`src/hdl/audio_clk_consts.vh`:
```
`ifndef AUDIO_CLK_CONSTS_VH
`define AUDIO_CLK_CONSTS_VH
// register offsets
`define OFS_P1_BCLK_CTRL 12'h500
`define OFS_P1_MODE 12'h501
`define OFS_P1_STATUS 12'h502
`define OFS_P1_FRAME_LEN 12'h506
`define OFS_P2_BCLK_CTRL 12'h540
`define OFS_P2_MODE 12'h541
`define OFS_P2_STATUS 12'h542
`define OFS_P2_FRAME_LEN 12'h546
// reset values
`define RST_BCLK_SEL 5'h0C
`define RST_FRAME_LEN 13'h0040
`define RST_RATE_SEL 4'h0
`define RST_MASTER 1'b0
// field positions inside the mode register
`define MODE_RATE_MSB 3
`define MODE_MASTER_BIT 8
// bit clock select codes
`define SEL_FIRST_VALID 5'h02
`define SEL_TOP 5'h12
// rate selector threshold for the secondary domain
`define RATE_SEC_MIN 4'h8
// sample rate pattern of the 44.1 kHz family (01XXX)
`define FAM44_PATTERN 2'b01
// clock rate and base bit clock rates in Hz
`define CLK_HZ 27'd10000000
`define BASE48_EVEN_HZ 26'd64000
`define BASE48_ODD_HZ 26'd96000
`define BASE44_EVEN_HZ 26'd58800
`define BASE44_ODD_HZ 26'd88200
`endif

```
`src/hdl/audio_port_bit_frame_clock_gen.v`:
```
// Our own choice: the plain strobed port.
`timescale 1ns/1ns
`include "audio_clk_consts.vh"

////////////////////////////////////////////////////////////////////////////
// one port: rate lookup, bit clock oscillator, frame divider
module port_clock_unit (
  input wire clk_sys,
  input wire rstn,
  input wire ce,
  input wire [4:0] bit_clock_rate_select,
  input wire [12:0] cycles_per_frame,
  input wire [3:0] port_rate_selector,
  input wire master,
  input wire [4:0] sys_rate_1,
  input wire [4:0] sys_rate_2,
  input wire [4:0] sys_rate_3,
  input wire [4:0] secondary_sample_rate_setting_1,
  input wire [4:0] secondary_sample_rate_setting_2,
  input wire bclk_in,
  input wire frame_in,
  output wire bclk_out,
  output wire bclk_oe,
  output wire frame_out,
  output wire frame_oe,
  output wire [3:0] status
);
  reg [4:0] gov_rate;
  reg use_secondary;
  reg fam44;
  reg [25:0] step;
  reg [3:0] shamt;
  reg [25:0] base;
  reg [25:0] acc_ff;
  reg [26:0] sum;
  reg [26:0] diff;
  reg [25:0] nxt_acc;
  reg toggle;
  reg bclk_ff;
  reg frame_ff;
  reg [12:0] bit_cnt_ff;
  reg [1:0] bclk_sync_ff;
  reg [1:0] frame_sync_ff;

  // pick the domain and its governing sample rate setting
  always @* begin
    use_secondary = (port_rate_selector >= `RATE_SEC_MIN);
    if (use_secondary) begin
      gov_rate = port_rate_selector[0] ? secondary_sample_rate_setting_2 :
                 secondary_sample_rate_setting_1;
    end else begin
      case (port_rate_selector[1:0])
        2'b00: gov_rate = sys_rate_1;
        2'b01: gov_rate = sys_rate_2;
        default: gov_rate = sys_rate_3;
      endcase
    end
    fam44 = (gov_rate[4:3] == `FAM44_PATTERN);
  end

  // twice the bit clock rate in Hz; even codes double from the 64 kHz base (58.8 kHz in the 44.1 kHz family),
  // odd ones from 96 kHz (88.2 kHz), and the top code jumps one octave further
  always @* begin
    shamt = 4'h0;
    base = fam44 ? `BASE44_EVEN_HZ : `BASE48_EVEN_HZ;
    if (bit_clock_rate_select == `SEL_TOP) begin
      base = fam44 ? `BASE44_ODD_HZ : `BASE48_ODD_HZ;
      shamt = 4'h8;
    end else if (bit_clock_rate_select[0]) begin
      base = fam44 ? `BASE44_ODD_HZ : `BASE48_ODD_HZ;
      shamt = bit_clock_rate_select[4:1] - 4'h1;
    end else begin
      shamt = bit_clock_rate_select[4:1] - 4'h1;
    end
    // codes below the first valid one halt the bit clock
    if (bit_clock_rate_select < `SEL_FIRST_VALID) begin
      step = 26'h0000000;
    end else begin
      step = base << (shamt + 4'h1);
    end
  end

  // phase accumulator: one half period elapses per wrap of the modulus
  always @* begin
    sum = {1'b0, acc_ff} + {1'b0, step};
    diff = sum - `CLK_HZ;
    toggle = (sum >= `CLK_HZ);
    nxt_acc = sum[25:0];
    if (toggle)
      nxt_acc = (diff >= `CLK_HZ) ? 26'h0000000 : diff[25:0];
  end

  // bit clock and frame divider; a rate above half the clock saturates at
  // one toggle per cycle, which is as close as this clock can get
  always @(posedge clk_sys) begin
    if (!rstn) begin
      acc_ff <= 26'h0000000;
      bclk_ff <= 1'b0;
      frame_ff <= 1'b0;
      bit_cnt_ff <= 13'h0000;
    end else if (ce) begin
      if (!master) begin
        acc_ff <= 26'h0000000;
        bclk_ff <= 1'b0;
        frame_ff <= 1'b0;
        bit_cnt_ff <= 13'h0000;
      end else begin
        acc_ff <= nxt_acc;
        if (toggle) begin
          bclk_ff <= ~bclk_ff;
          // frame moves only on a falling bit clock edge
          if (bclk_ff) begin
            if (bit_cnt_ff >= cycles_per_frame - 13'h0001) begin
              bit_cnt_ff <= 13'h0000;
              frame_ff <= 1'b1;
            end else begin
              bit_cnt_ff <= bit_cnt_ff + 13'h0001;
              if (bit_cnt_ff + 13'h0001 == {1'b0, cycles_per_frame[12:1]})
                frame_ff <= 1'b0;
            end
          end
        end
      end
    end
  end

  // pin levels from the far side cross into this clock
  always @(posedge clk_sys) begin
    if (!rstn) begin
      bclk_sync_ff <= 2'b00;
      frame_sync_ff <= 2'b00;
    end else if (ce) begin
      bclk_sync_ff <= {bclk_sync_ff[0], bclk_in};
      frame_sync_ff <= {frame_sync_ff[0], frame_in};
    end
  end

  assign bclk_out = bclk_ff;
  assign frame_out = frame_ff;
  assign bclk_oe = master;
  assign frame_oe = master;
  assign status = {use_secondary, fam44,
                   master ? frame_ff : frame_sync_ff[1],
                   master ? bclk_ff : bclk_sync_ff[1]};
endmodule

////////////////////////////////////////////////////////////////////////////
// register file and the two ports
module audio_port_bit_frame_clock_gen (
  input wire clk_sys,
  input wire rstn,
  input wire ce,
  input wire [11:0] addr,
  input wire [15:0] wr_data,
  input wire wr_en,
  input wire rd_en,
  output reg [15:0] rd_data,
  input wire [4:0] sys_rate_1,
  input wire [4:0] sys_rate_2,
  input wire [4:0] sys_rate_3,
  input wire [4:0] secondary_sample_rate_setting_1,
  input wire [4:0] secondary_sample_rate_setting_2,
  input wire p1_bclk_in,
  output wire p1_bclk_out,
  output wire p1_bclk_oe,
  input wire p1_frame_in,
  output wire p1_frame_out,
  output wire p1_frame_oe,
  input wire p2_bclk_in,
  output wire p2_bclk_out,
  output wire p2_bclk_oe,
  input wire p2_frame_in,
  output wire p2_frame_out,
  output wire p2_frame_oe
);
  reg [4:0] p1_sel_ff;
  reg [4:0] p2_sel_ff;
  reg [12:0] p1_len_ff;
  reg [12:0] p2_len_ff;
  reg [3:0] p1_rate_ff;
  reg [3:0] p2_rate_ff;
  reg p1_master_ff;
  reg p2_master_ff;
  reg [15:0] nxt_rd;
  wire [3:0] p1_status;
  wire [3:0] p2_status;

  // register writes; each port owns a separate set
  always @(posedge clk_sys) begin
    if (!rstn) begin
      p1_sel_ff <= `RST_BCLK_SEL;
      p2_sel_ff <= `RST_BCLK_SEL;
      p1_len_ff <= `RST_FRAME_LEN;
      p2_len_ff <= `RST_FRAME_LEN;
      p1_rate_ff <= `RST_RATE_SEL;
      p2_rate_ff <= `RST_RATE_SEL;
      p1_master_ff <= `RST_MASTER;
      p2_master_ff <= `RST_MASTER;
    end else if (ce && wr_en) begin
      case (addr)
        `OFS_P1_BCLK_CTRL: p1_sel_ff <= wr_data[4:0];
        `OFS_P2_BCLK_CTRL: p2_sel_ff <= wr_data[4:0];
        `OFS_P1_FRAME_LEN: p1_len_ff <= wr_data[12:0];
        `OFS_P2_FRAME_LEN: p2_len_ff <= wr_data[12:0];
        `OFS_P1_MODE: begin
          p1_rate_ff <= wr_data[`MODE_RATE_MSB:0];
          p1_master_ff <= wr_data[`MODE_MASTER_BIT];
        end
        `OFS_P2_MODE: begin
          p2_rate_ff <= wr_data[`MODE_RATE_MSB:0];
          p2_master_ff <= wr_data[`MODE_MASTER_BIT];
        end
        default: ;
      endcase
    end
  end

  // read decode; unmapped addresses answer zero
  always @* begin
    case (addr)
      `OFS_P1_BCLK_CTRL: nxt_rd = {11'h000, p1_sel_ff};
      `OFS_P2_BCLK_CTRL: nxt_rd = {11'h000, p2_sel_ff};
      `OFS_P1_FRAME_LEN: nxt_rd = {3'h0, p1_len_ff};
      `OFS_P2_FRAME_LEN: nxt_rd = {3'h0, p2_len_ff};
      `OFS_P1_MODE: nxt_rd = {7'h00, p1_master_ff, 4'h0, p1_rate_ff};
      `OFS_P2_MODE: nxt_rd = {7'h00, p2_master_ff, 4'h0, p2_rate_ff};
      `OFS_P1_STATUS: nxt_rd = {12'h000, p1_status};
      `OFS_P2_STATUS: nxt_rd = {12'h000, p2_status};
      default: nxt_rd = 16'h0000;
    endcase
  end

  // read data stands only in the cycle after the strobe
  always @(posedge clk_sys) begin
    if (!rstn) begin
      rd_data <= 16'h0000;
    end else if (ce) begin
      rd_data <= rd_en ? nxt_rd : 16'h0000;
    end
  end

  port_clock_unit port1 (
    .clk_sys(clk_sys),
    .rstn(rstn),
    .ce(ce),
    .bit_clock_rate_select(p1_sel_ff),
    .cycles_per_frame(p1_len_ff),
    .port_rate_selector(p1_rate_ff),
    .master(p1_master_ff),
    .sys_rate_1(sys_rate_1),
    .sys_rate_2(sys_rate_2),
    .sys_rate_3(sys_rate_3),
    .secondary_sample_rate_setting_1(secondary_sample_rate_setting_1),
    .secondary_sample_rate_setting_2(secondary_sample_rate_setting_2),
    .bclk_in(p1_bclk_in),
    .frame_in(p1_frame_in),
    .bclk_out(p1_bclk_out),
    .bclk_oe(p1_bclk_oe),
    .frame_out(p1_frame_out),
    .frame_oe(p1_frame_oe),
    .status(p1_status)
  );

  port_clock_unit port2 (
    .clk_sys(clk_sys),
    .rstn(rstn),
    .ce(ce),
    .bit_clock_rate_select(p2_sel_ff),
    .cycles_per_frame(p2_len_ff),
    .port_rate_selector(p2_rate_ff),
    .master(p2_master_ff),
    .sys_rate_1(sys_rate_1),
    .sys_rate_2(sys_rate_2),
    .sys_rate_3(sys_rate_3),
    .secondary_sample_rate_setting_1(secondary_sample_rate_setting_1),
    .secondary_sample_rate_setting_2(secondary_sample_rate_setting_2),
    .bclk_in(p2_bclk_in),
    .frame_in(p2_frame_in),
    .bclk_out(p2_bclk_out),
    .bclk_oe(p2_bclk_oe),
    .frame_out(p2_frame_out),
    .frame_oe(p2_frame_oe),
    .status(p2_status)
  );
endmodule

```
`config.mk`:
```
export PLATFORM = sky130hd
export DESIGN_NAME = audio_port_bit_frame_clock_gen
export DESIGN_NICKNAME = d
export VERILOG_FILES = /design/src/hdl/audio_port_bit_frame_clock_gen.v
export VERILOG_INCLUDE_DIRS = /design/src /design/src/hdl
export SDC_FILE = /design/constraint.sdc
export NUM_CORES = 1
export LEC_CHECK = 0
export CAP_MARGIN = 20
export CORE_UTILIZATION = 25
export DETAILED_ROUTE_END_ITERATION = 7
export DONT_BUFFER_PORTS = 1
export GPL_ROUTABILITY_DRIVEN = 0
export PLACE_DENSITY = 0.36
export SETUP_SLACK_MARGIN = 0.2
export SKIP_LAST_GASP = 1
export SYNTH_ARGS = -nofsm -noshare
export SYNTH_HDL_FRONTEND = slang
export SYNTH_SLANG_ARGS = --single-unit
```
`constraint.sdc`:
```
create_clock -name clk_sys -period 18.5 [get_ports clk_sys]
set_input_delay 2.775 -clock clk_sys [delete_from_list [all_inputs] [get_ports clk_sys]]
set_output_delay 2.775 -clock clk_sys [all_outputs]
set_load 0.01 [all_outputs]
```
# After elaboration in Yosys (flattened, before gate mapping)
# Cells that the tools add are included.
dict set report classes {
  n_reduce_logical 15
  n_lt_le_gt_ge 10
  n_eq_ne 22
  n_shift 2
  n_addsub 12
  mux 52
  n_bitwise 2
}
# operator count
set op_table {}
lappend op_table {{2-to-1 mux 26 bit} 12}
lappend op_table {{2-to-1 mux 13 bit} 10}
lappend op_table {{>= comparator 27 x 24 -> 1 bit (second input constant)} 4}
lappend op_table {{one-hot mux 13 bit (8 select lines)} 1}
lappend op_table {{== test 12 x 11 -> 1 bit (second input constant)} 8}
lappend op_table {{adder 26 x 26 -> 27 bit} 2}
lappend op_table {{subtractor 27 x 24 -> 27 bit (second input constant)} 2}
lappend op_table {{left shift 26 x 4 -> 26 bit} 2}
lappend op_table {{2-to-1 mux 14 bit} 2}
lappend op_table {{adder 13 x 1 -> 13 bit (second input constant)} 2}
lappend op_table {{== test 13 x 12 -> 1 bit} 2}
lappend op_table {{>= comparator 13 bit} 2}
lappend op_table {{subtractor 13 x 1 -> 13 bit (second input constant)} 2}
lappend op_table {{2-to-1 mux 5 bit} 4}
lappend op_table {{one-hot mux 5 bit (2 select lines)} 2}
lappend op_table {{2-to-1 mux 1 bit} 18}
lappend op_table {{2-to-1 mux 16 bit} 1}
lappend op_table {{AND reduction 2 bit} 8}
lappend op_table {{== test 5 bit (second input constant)} 2}
lappend op_table {{< comparator 5 x 2 -> 1 bit (second input constant)} 2}
lappend op_table {{adder 4 x 1 -> 4 bit (second input constant)} 2}
lappend op_table {{== test 2 x 1 -> 1 bit (second input constant)} 4}
lappend op_table {{>= comparator 4 bit (second input constant)} 2}
lappend op_table {{2-to-1 mux 4 bit} 2}
lappend op_table {{8 further kinds} 17}
dict set report totals {
  out_inout_bits 24
  wordCells 136
  in_bits 62
  regBits 152
}

# Longest topological paths before layout
dict set report depth {
  word_depth 15
  ltp_mapped 31
  mapped_depth_nobuf 28
}

# Modules after synthesis
# Synthesis repeated with hierarchy kept, for this count alone.
dict set report unflattened {
  cells_unflattened 1884
  area_unflattened_um2 14149.8
}
# mod cells_per_inst seq_area_each_um2 instances area_per_inst_um2
set modules_own_cells {}
lappend modules_own_cells {{port_clock_unit at port2} 813 840.8 1 5769.3}
lappend modules_own_cells {{port_clock_unit at port1} 797 840.8 1 5667.9}
lappend modules_own_cells {audio_port_bit_frame_clock_gen 274 1181.1 1 2712.6}

# Least setup slack after synthesis
# No wires, ideal clock.
dict set report synth_timing {
  path_kind {input-to-reg}
  start {in sys_rate_2[3]}
  end {reg port2.acc_ff[13]}
  arrival_time_ns 8.417
  stages 28
  path_buffers 3
  required_time_ns 18.373
  setup_slack_ns 9.956
  setup_time_ns 0.127
  path_cell_list {nor2b_1 > nand2_1 > o21ai_0 > o21ai_0 > o21ai_0 > clkbuf_1 > ha_1 > mux2i_1 > a21oi_1 > a21oi_1 > o21ai_0 > a21oi_1 > nor2_1 > ha_1 > clkbuf_1 > a21o_1 > a31o_2 > or4_1 > o2111ai_1 > o21ai_1 > a2111oi_0 > o311ai_1 > a41oi_1 > buf_2 > nor3_1 > a311oi_1 > a2bb2oi_1 > o21ai_0}
}
dict set report synth_between {
  elab_chain_cells 14
  word_cells_on_any_way 16
  cone_classes {add/sub (2); order compare (2); eq/ne (1); shift (1); mux (10)}
}
# element line
set synth_rtl {}
lappend synth_rtl {{start, declared} audio_port_bit_frame_clock_gen.v:159} ;# input wire [4:0] sys_rate_2,
lappend synth_rtl {{one-hot mux 5 bit (2 select lines) (*)} audio_port_bit_frame_clock_gen.v:52} ;# case (port_rate_selector[1:0])
lappend synth_rtl {{2-to-1 mux 5 bit (*)} audio_port_bit_frame_clock_gen.v:48} ;# if (use_secondary) begin
lappend synth_rtl {{== test 2 x 1 -> 1 bit (no source line) (*)} --}
lappend synth_rtl {{2-to-1 mux 14 bit (no source line) / 2-to-1 mux 13 bit (equally long branches)} --}
lappend synth_rtl {{2-to-1 mux 26 bit} audio_port_bit_frame_clock_gen.v:69} ;# end else if (bit_clock_rate_select[0]) begin
lappend synth_rtl {{2-to-1 mux 26 bit (*)} audio_port_bit_frame_clock_gen.v:66} ;# if (bit_clock_rate_select == `SEL_TOP) begin
lappend synth_rtl {{left shift 26 x 4 -> 26 bit (*)} audio_port_bit_frame_clock_gen.v:79} ;# step = base << (shamt + 4'h1);
lappend synth_rtl {{2-to-1 mux 26 bit (*)} audio_port_bit_frame_clock_gen.v:76} ;# if (bit_clock_rate_select < `SEL_FIRST_VALID) begin
lappend synth_rtl {{adder 26 x 26 -> 27 bit (*)} audio_port_bit_frame_clock_gen.v:85} ;# sum = {1'b0, acc_ff} + {1'b0, step};
lappend synth_rtl {{subtractor 27 x 24 -> 27 bit (no source line)} --}
lappend synth_rtl {{>= comparator 27 x 24 -> 1 bit (no source line)} --}
lappend synth_rtl {{2-to-1 mux 26 bit} audio_port_bit_frame_clock_gen.v:90} ;# nxt_acc = (diff >= `CLK_HZ) ? 26'h0000000 : diff[25:0];
lappend synth_rtl {{2-to-1 mux 26 bit (*)} audio_port_bit_frame_clock_gen.v:89} ;# if (toggle)
lappend synth_rtl {{2-to-1 mux 26 bit (*)} audio_port_bit_frame_clock_gen.v:102} ;# if (!master) begin
lappend synth_rtl {{end signal, assigned} audio_port_bit_frame_clock_gen.v:108} ;# acc_ff <= nxt_acc;
lappend synth_rtl {{end, declared} audio_port_bit_frame_clock_gen.v:34} ;# reg [25:0] acc_ff;
# Every way passes the cells marked *; elsewhere a longest branch is shown, timed or not.
# A chain may end at the register's enable or synchronous reset.

# Final worst setup path
dict set report layout_timing {
  start {in secondary_sample_rate_setting_2[3]}
  end {reg port1.acc_ff[23]}
}
dict set report layout_between {
  elab_chain_cells 14
  word_cells_on_any_way 16
  cone_classes {add/sub (2); order compare (2); eq/ne (1); shift (1); mux (10)}
}
# element line
set layout_rtl {}
lappend layout_rtl {{start, declared} audio_port_bit_frame_clock_gen.v:162} ;# input wire [4:0] secondary_sample_rate_setting_2,
lappend layout_rtl {{2-to-1 mux 5 bit (*)} audio_port_bit_frame_clock_gen.v:49} ;# gov_rate = port_rate_selector[0] ? secondary_sample_rate_setting_2 :
lappend layout_rtl {{2-to-1 mux 5 bit (*)} audio_port_bit_frame_clock_gen.v:48}
lappend layout_rtl {{== test 2 x 1 -> 1 bit (no source line) (*)} --}
lappend layout_rtl {{2-to-1 mux 14 bit (no source line) / 2-to-1 mux 13 bit (equally long branches)} --}
lappend layout_rtl {{2-to-1 mux 26 bit} audio_port_bit_frame_clock_gen.v:69}
lappend layout_rtl {{2-to-1 mux 26 bit (*)} audio_port_bit_frame_clock_gen.v:66}
lappend layout_rtl {{left shift 26 x 4 -> 26 bit (*)} audio_port_bit_frame_clock_gen.v:79}
lappend layout_rtl {{2-to-1 mux 26 bit (*)} audio_port_bit_frame_clock_gen.v:76}
lappend layout_rtl {{adder 26 x 26 -> 27 bit (*)} audio_port_bit_frame_clock_gen.v:85}
lappend layout_rtl {{subtractor 27 x 24 -> 27 bit (no source line)} --}
lappend layout_rtl {{>= comparator 27 x 24 -> 1 bit (no source line)} --}
lappend layout_rtl {{2-to-1 mux 26 bit} audio_port_bit_frame_clock_gen.v:90}
lappend layout_rtl {{2-to-1 mux 26 bit (*)} audio_port_bit_frame_clock_gen.v:89}
lappend layout_rtl {{2-to-1 mux 26 bit (*)} audio_port_bit_frame_clock_gen.v:102}
lappend layout_rtl {{end signal, assigned} audio_port_bit_frame_clock_gen.v:108}
lappend layout_rtl {{end, declared} audio_port_bit_frame_clock_gen.v:34}
# Marked as above.

==> out/metrics.cfg <==
[run_status]
status = finished clean

[synthesis]
synth_flop_cell = dfxtp_1
synth_commonest_cells = 245 x nand2_1, 149 x nor2_1, 143 x dfxtp_1
async_reset_ff_frac = 0
synth.largest_area_cell = dfxtp_1
yosysMostFrequentCell = nand2_1
synth_edf_count = 0
yosysSeqAreaShare = 0.204
syn_area_per_cell_um2 = 7.25
yosysUniqueCellTypes = 95
synthCells = 1933
syn-cell-area_um2 = 14000
synth_area_leaders = dfxtp_1 20%, ha_1 8.0%, nand2_1 6.6%
yosys.area.top_type_share = 0.204
yosysWarningCount = 0
ys_ff_latch = 143

[route]
postRouteWirelength_um = 48400
drt_iter0_markers = 708
wl_per_cell_um = 18.5
vias = 13600
drc = 0
postRouteAntennaNets = 0
via_per_inst = 5.19
drtPass1Iterations = 5

[critical_path]
crit_arrival_ps = 10050
startpoint_type = input port
worst-r2r-setup-slack_ps = 9670
end_kind = register
crit_path_max_fanout = 17
worst_r2r_path_depth = 25
startpoint = secondary_sample_rate_setting_2[3]
path_class = input port to register
worstPathRequired_ps = 18910
reg2reg_to = port1.acc_ff[23]
r2r_start = p1_sel_ff[1]

[clock_network]
cts.clk_slew.worst_paths_ps = 60
cts_resized = 0
cts_tree = done
clkSinkCount = 143
cts.path.max_buffers = 2
cts_buffers = 17
hold_buffers = 0
root_buffer = clkbuf_16
insertion_delay_ps = 490
post_cts_buffers = 0
htree_num_levels = 4

[global_route]
grt_overflow = 0
grt_pass1_wl_um = 77300
track_usage = 0.174
grt_max_degree = 95
antenna_found_initial = 0
grt_pass1_vias = 13300

[sta]
relSlewSlack = 0.324
fin_hold_ws_ps = 449
layout_min_cycle_time_ps = 9640
rsz0062_at_grt = false
worstMarginPinSlew_ps = 1010
drv_slew = 0
fin_setup_tns_ps = 0
setup_viol = 0
fmax_mhz = 104
timing.final.crit_share = 0.521
skew_ps = 10.4
final_hold_viol_count = 0

[layout]
multi_input_area_um2 = 10500
final_layout_size_suffix_gt1_frac = 0.0545
nNetsFinal = 2013
syn2layout_area_growth_pct = 8.83
nFillCells = 6159
antenna_cells = 0
seqCellArea_um2 = 2860

[power]
pwr-share-clk = 0.495
combPwrFrac = 0.094
total_power_mw = 0.756
ir_worst_vdd_uv = 66.1
swShare = 0.284
seq_power_share = 0.411
switchingPower_mw = 0.215
powerDensity_nw_per_um2 = 49.5
p_leak_nw = 5.94
p_int_mw = 0.541

[hold_path]
holdPathEnd = port1.acc_ff[11]
holdCritStartpoint = port1.acc_ff[11]
hold_path_class = register to register
min_path_cells = 2

[run]
drv_cap = 0

[floorplan]
ios = 86
core_um2 = 55300
dieArea_um2 = 57000
die_x_um = 239
rows = 86
fp.dieH_um = 239
initial_core_util = 0.254

[placed_design]
portBuffers = 0
place_hpwl_um = 36800

-- flip-flops by register name, summed over array words and instances (netlist names), 2 cells and up --
name,count
p1_len_ff,13
p1_rate_ff,4
p1_sel_ff,5
p2_len_ff,13
p2_rate_ff,4
p2_sel_ff,5
port1.acc_ff,23
port1.bclk_sync_ff,2
port1.bit_cnt_ff,13
port1.frame_sync_ff,2
port2.acc_ff,23
port2.bclk_sync_ff,2
port2.bit_cnt_ff,13
port2.frame_sync_ff,2
rd_data,13
-- critical path, cell delays in order --
cell and delay, ps:
nor2b_1 350, nand2_1 100, o211ai_1 100, o21ai_1 250, inv_1 290, ha_1 280
a21oi_1 100, a211o_1 360, or3_1 400, fa_1 460, nor2b_1 270, o31a_1 290
xnor2_1 280, inv_1 100, ha_1 300, or4_1 620, a21o_1 260, a31oi_1 390
o21ai_1 260, a221o_1 440, a211oi_2 310, nand4_4 310, and2_1 510, o21ai_1 220
-- placed cells by master, fill, tap and decap left out, drive strengths merged, types with 45 or more instances in the layout --
cell / synthesis / layout
mux2i: 51 / 51
xnor2: 71 / 71
o21ai: 152 / 152
nor3: 53 / 53
dfxtp: 143 / 143
inv: 48 / 55
nand3: 77 / 77
nand2: 245 / 245
a21oi: 113 / 113
ha: 90 / 90
xor2: 45 / 45
nor2: 149 / 149
-- per-layer routing --
layer	global-route usage	up-vias	wire length [um]
met4	0.0526	0	1130
met1	0.225	6398	22900
li1	-	6913	-
met5	0	-	0
met2	0.283	232	22200
met3	0.0420	56	2210
-- logic make-up after synthesis --
group / after synthesis / synth area share
buffers and inverters: 166 / 0.0482
muxes: 61 / 0.0444
xor gates and xnor gates: 116 / 0.0724
AOI/OAI and AO/OA: 568 / 0.269
DFF: 143 / 0.204
other: 1 / 0.000267
and+or+nand+nor: 786 / 0.278
adders and majority gates: 92 / 0.0832
-- worst max path at each step --
stage               slack, ps  cells after the start          endpoint
finish                   8860                     24  port1.acc_ff[23]
global route             8090                     26  port1.acc_ff[23]
CTS                      8800                     26  port1.acc_ff[23]
detailed placement       8270                     26  port1.acc_ff[23]
global placement         8290                     25  port1.acc_ff[17]
floorplan                9960                     28  port2.acc_ff[13]
-- layout make-up --
| type | instances | area share |
|---|---|---|
| clock buffers | 20 | 0.0293 |
| clock inverters | 12 | 0.00984 |
| inverters | 49 | 0.0121 |
| multi-input cells | 1626 | 0.689 |
| flip-flops and latches | 143 | 0.188 |
| well taps | 748 | 0.0613 |
| repair buffers | 22 | 0.0113 |
-- power groups by stage --
stage	Clock, mW	Sequential (mW)	Combinational [mW]
global route	0.398	0.311	0.0796
global placement	0	0.318	0.0709
floorplan	0	0.317	0.0564
detailed placement	0	0.318	0.0705
CTS	0.388	0.311	0.0710
finish	0.374	0.311	0.0707
-- per-stage QoR --
stage,utilization,std cells,setup slack [ps],instance area [um^2]
after CTS,0.276,2619,8800,15300
after floorplan,-,1935,9960,14000
after detailed placement,0.265,2587,8270,14700
final,0.276,2620,8860,15300
after global placement,0.265,2586,8290,14600
after global routing,0.276,2620,8090,15300
No activity file was read; power rests on OpenSTA's default activity.
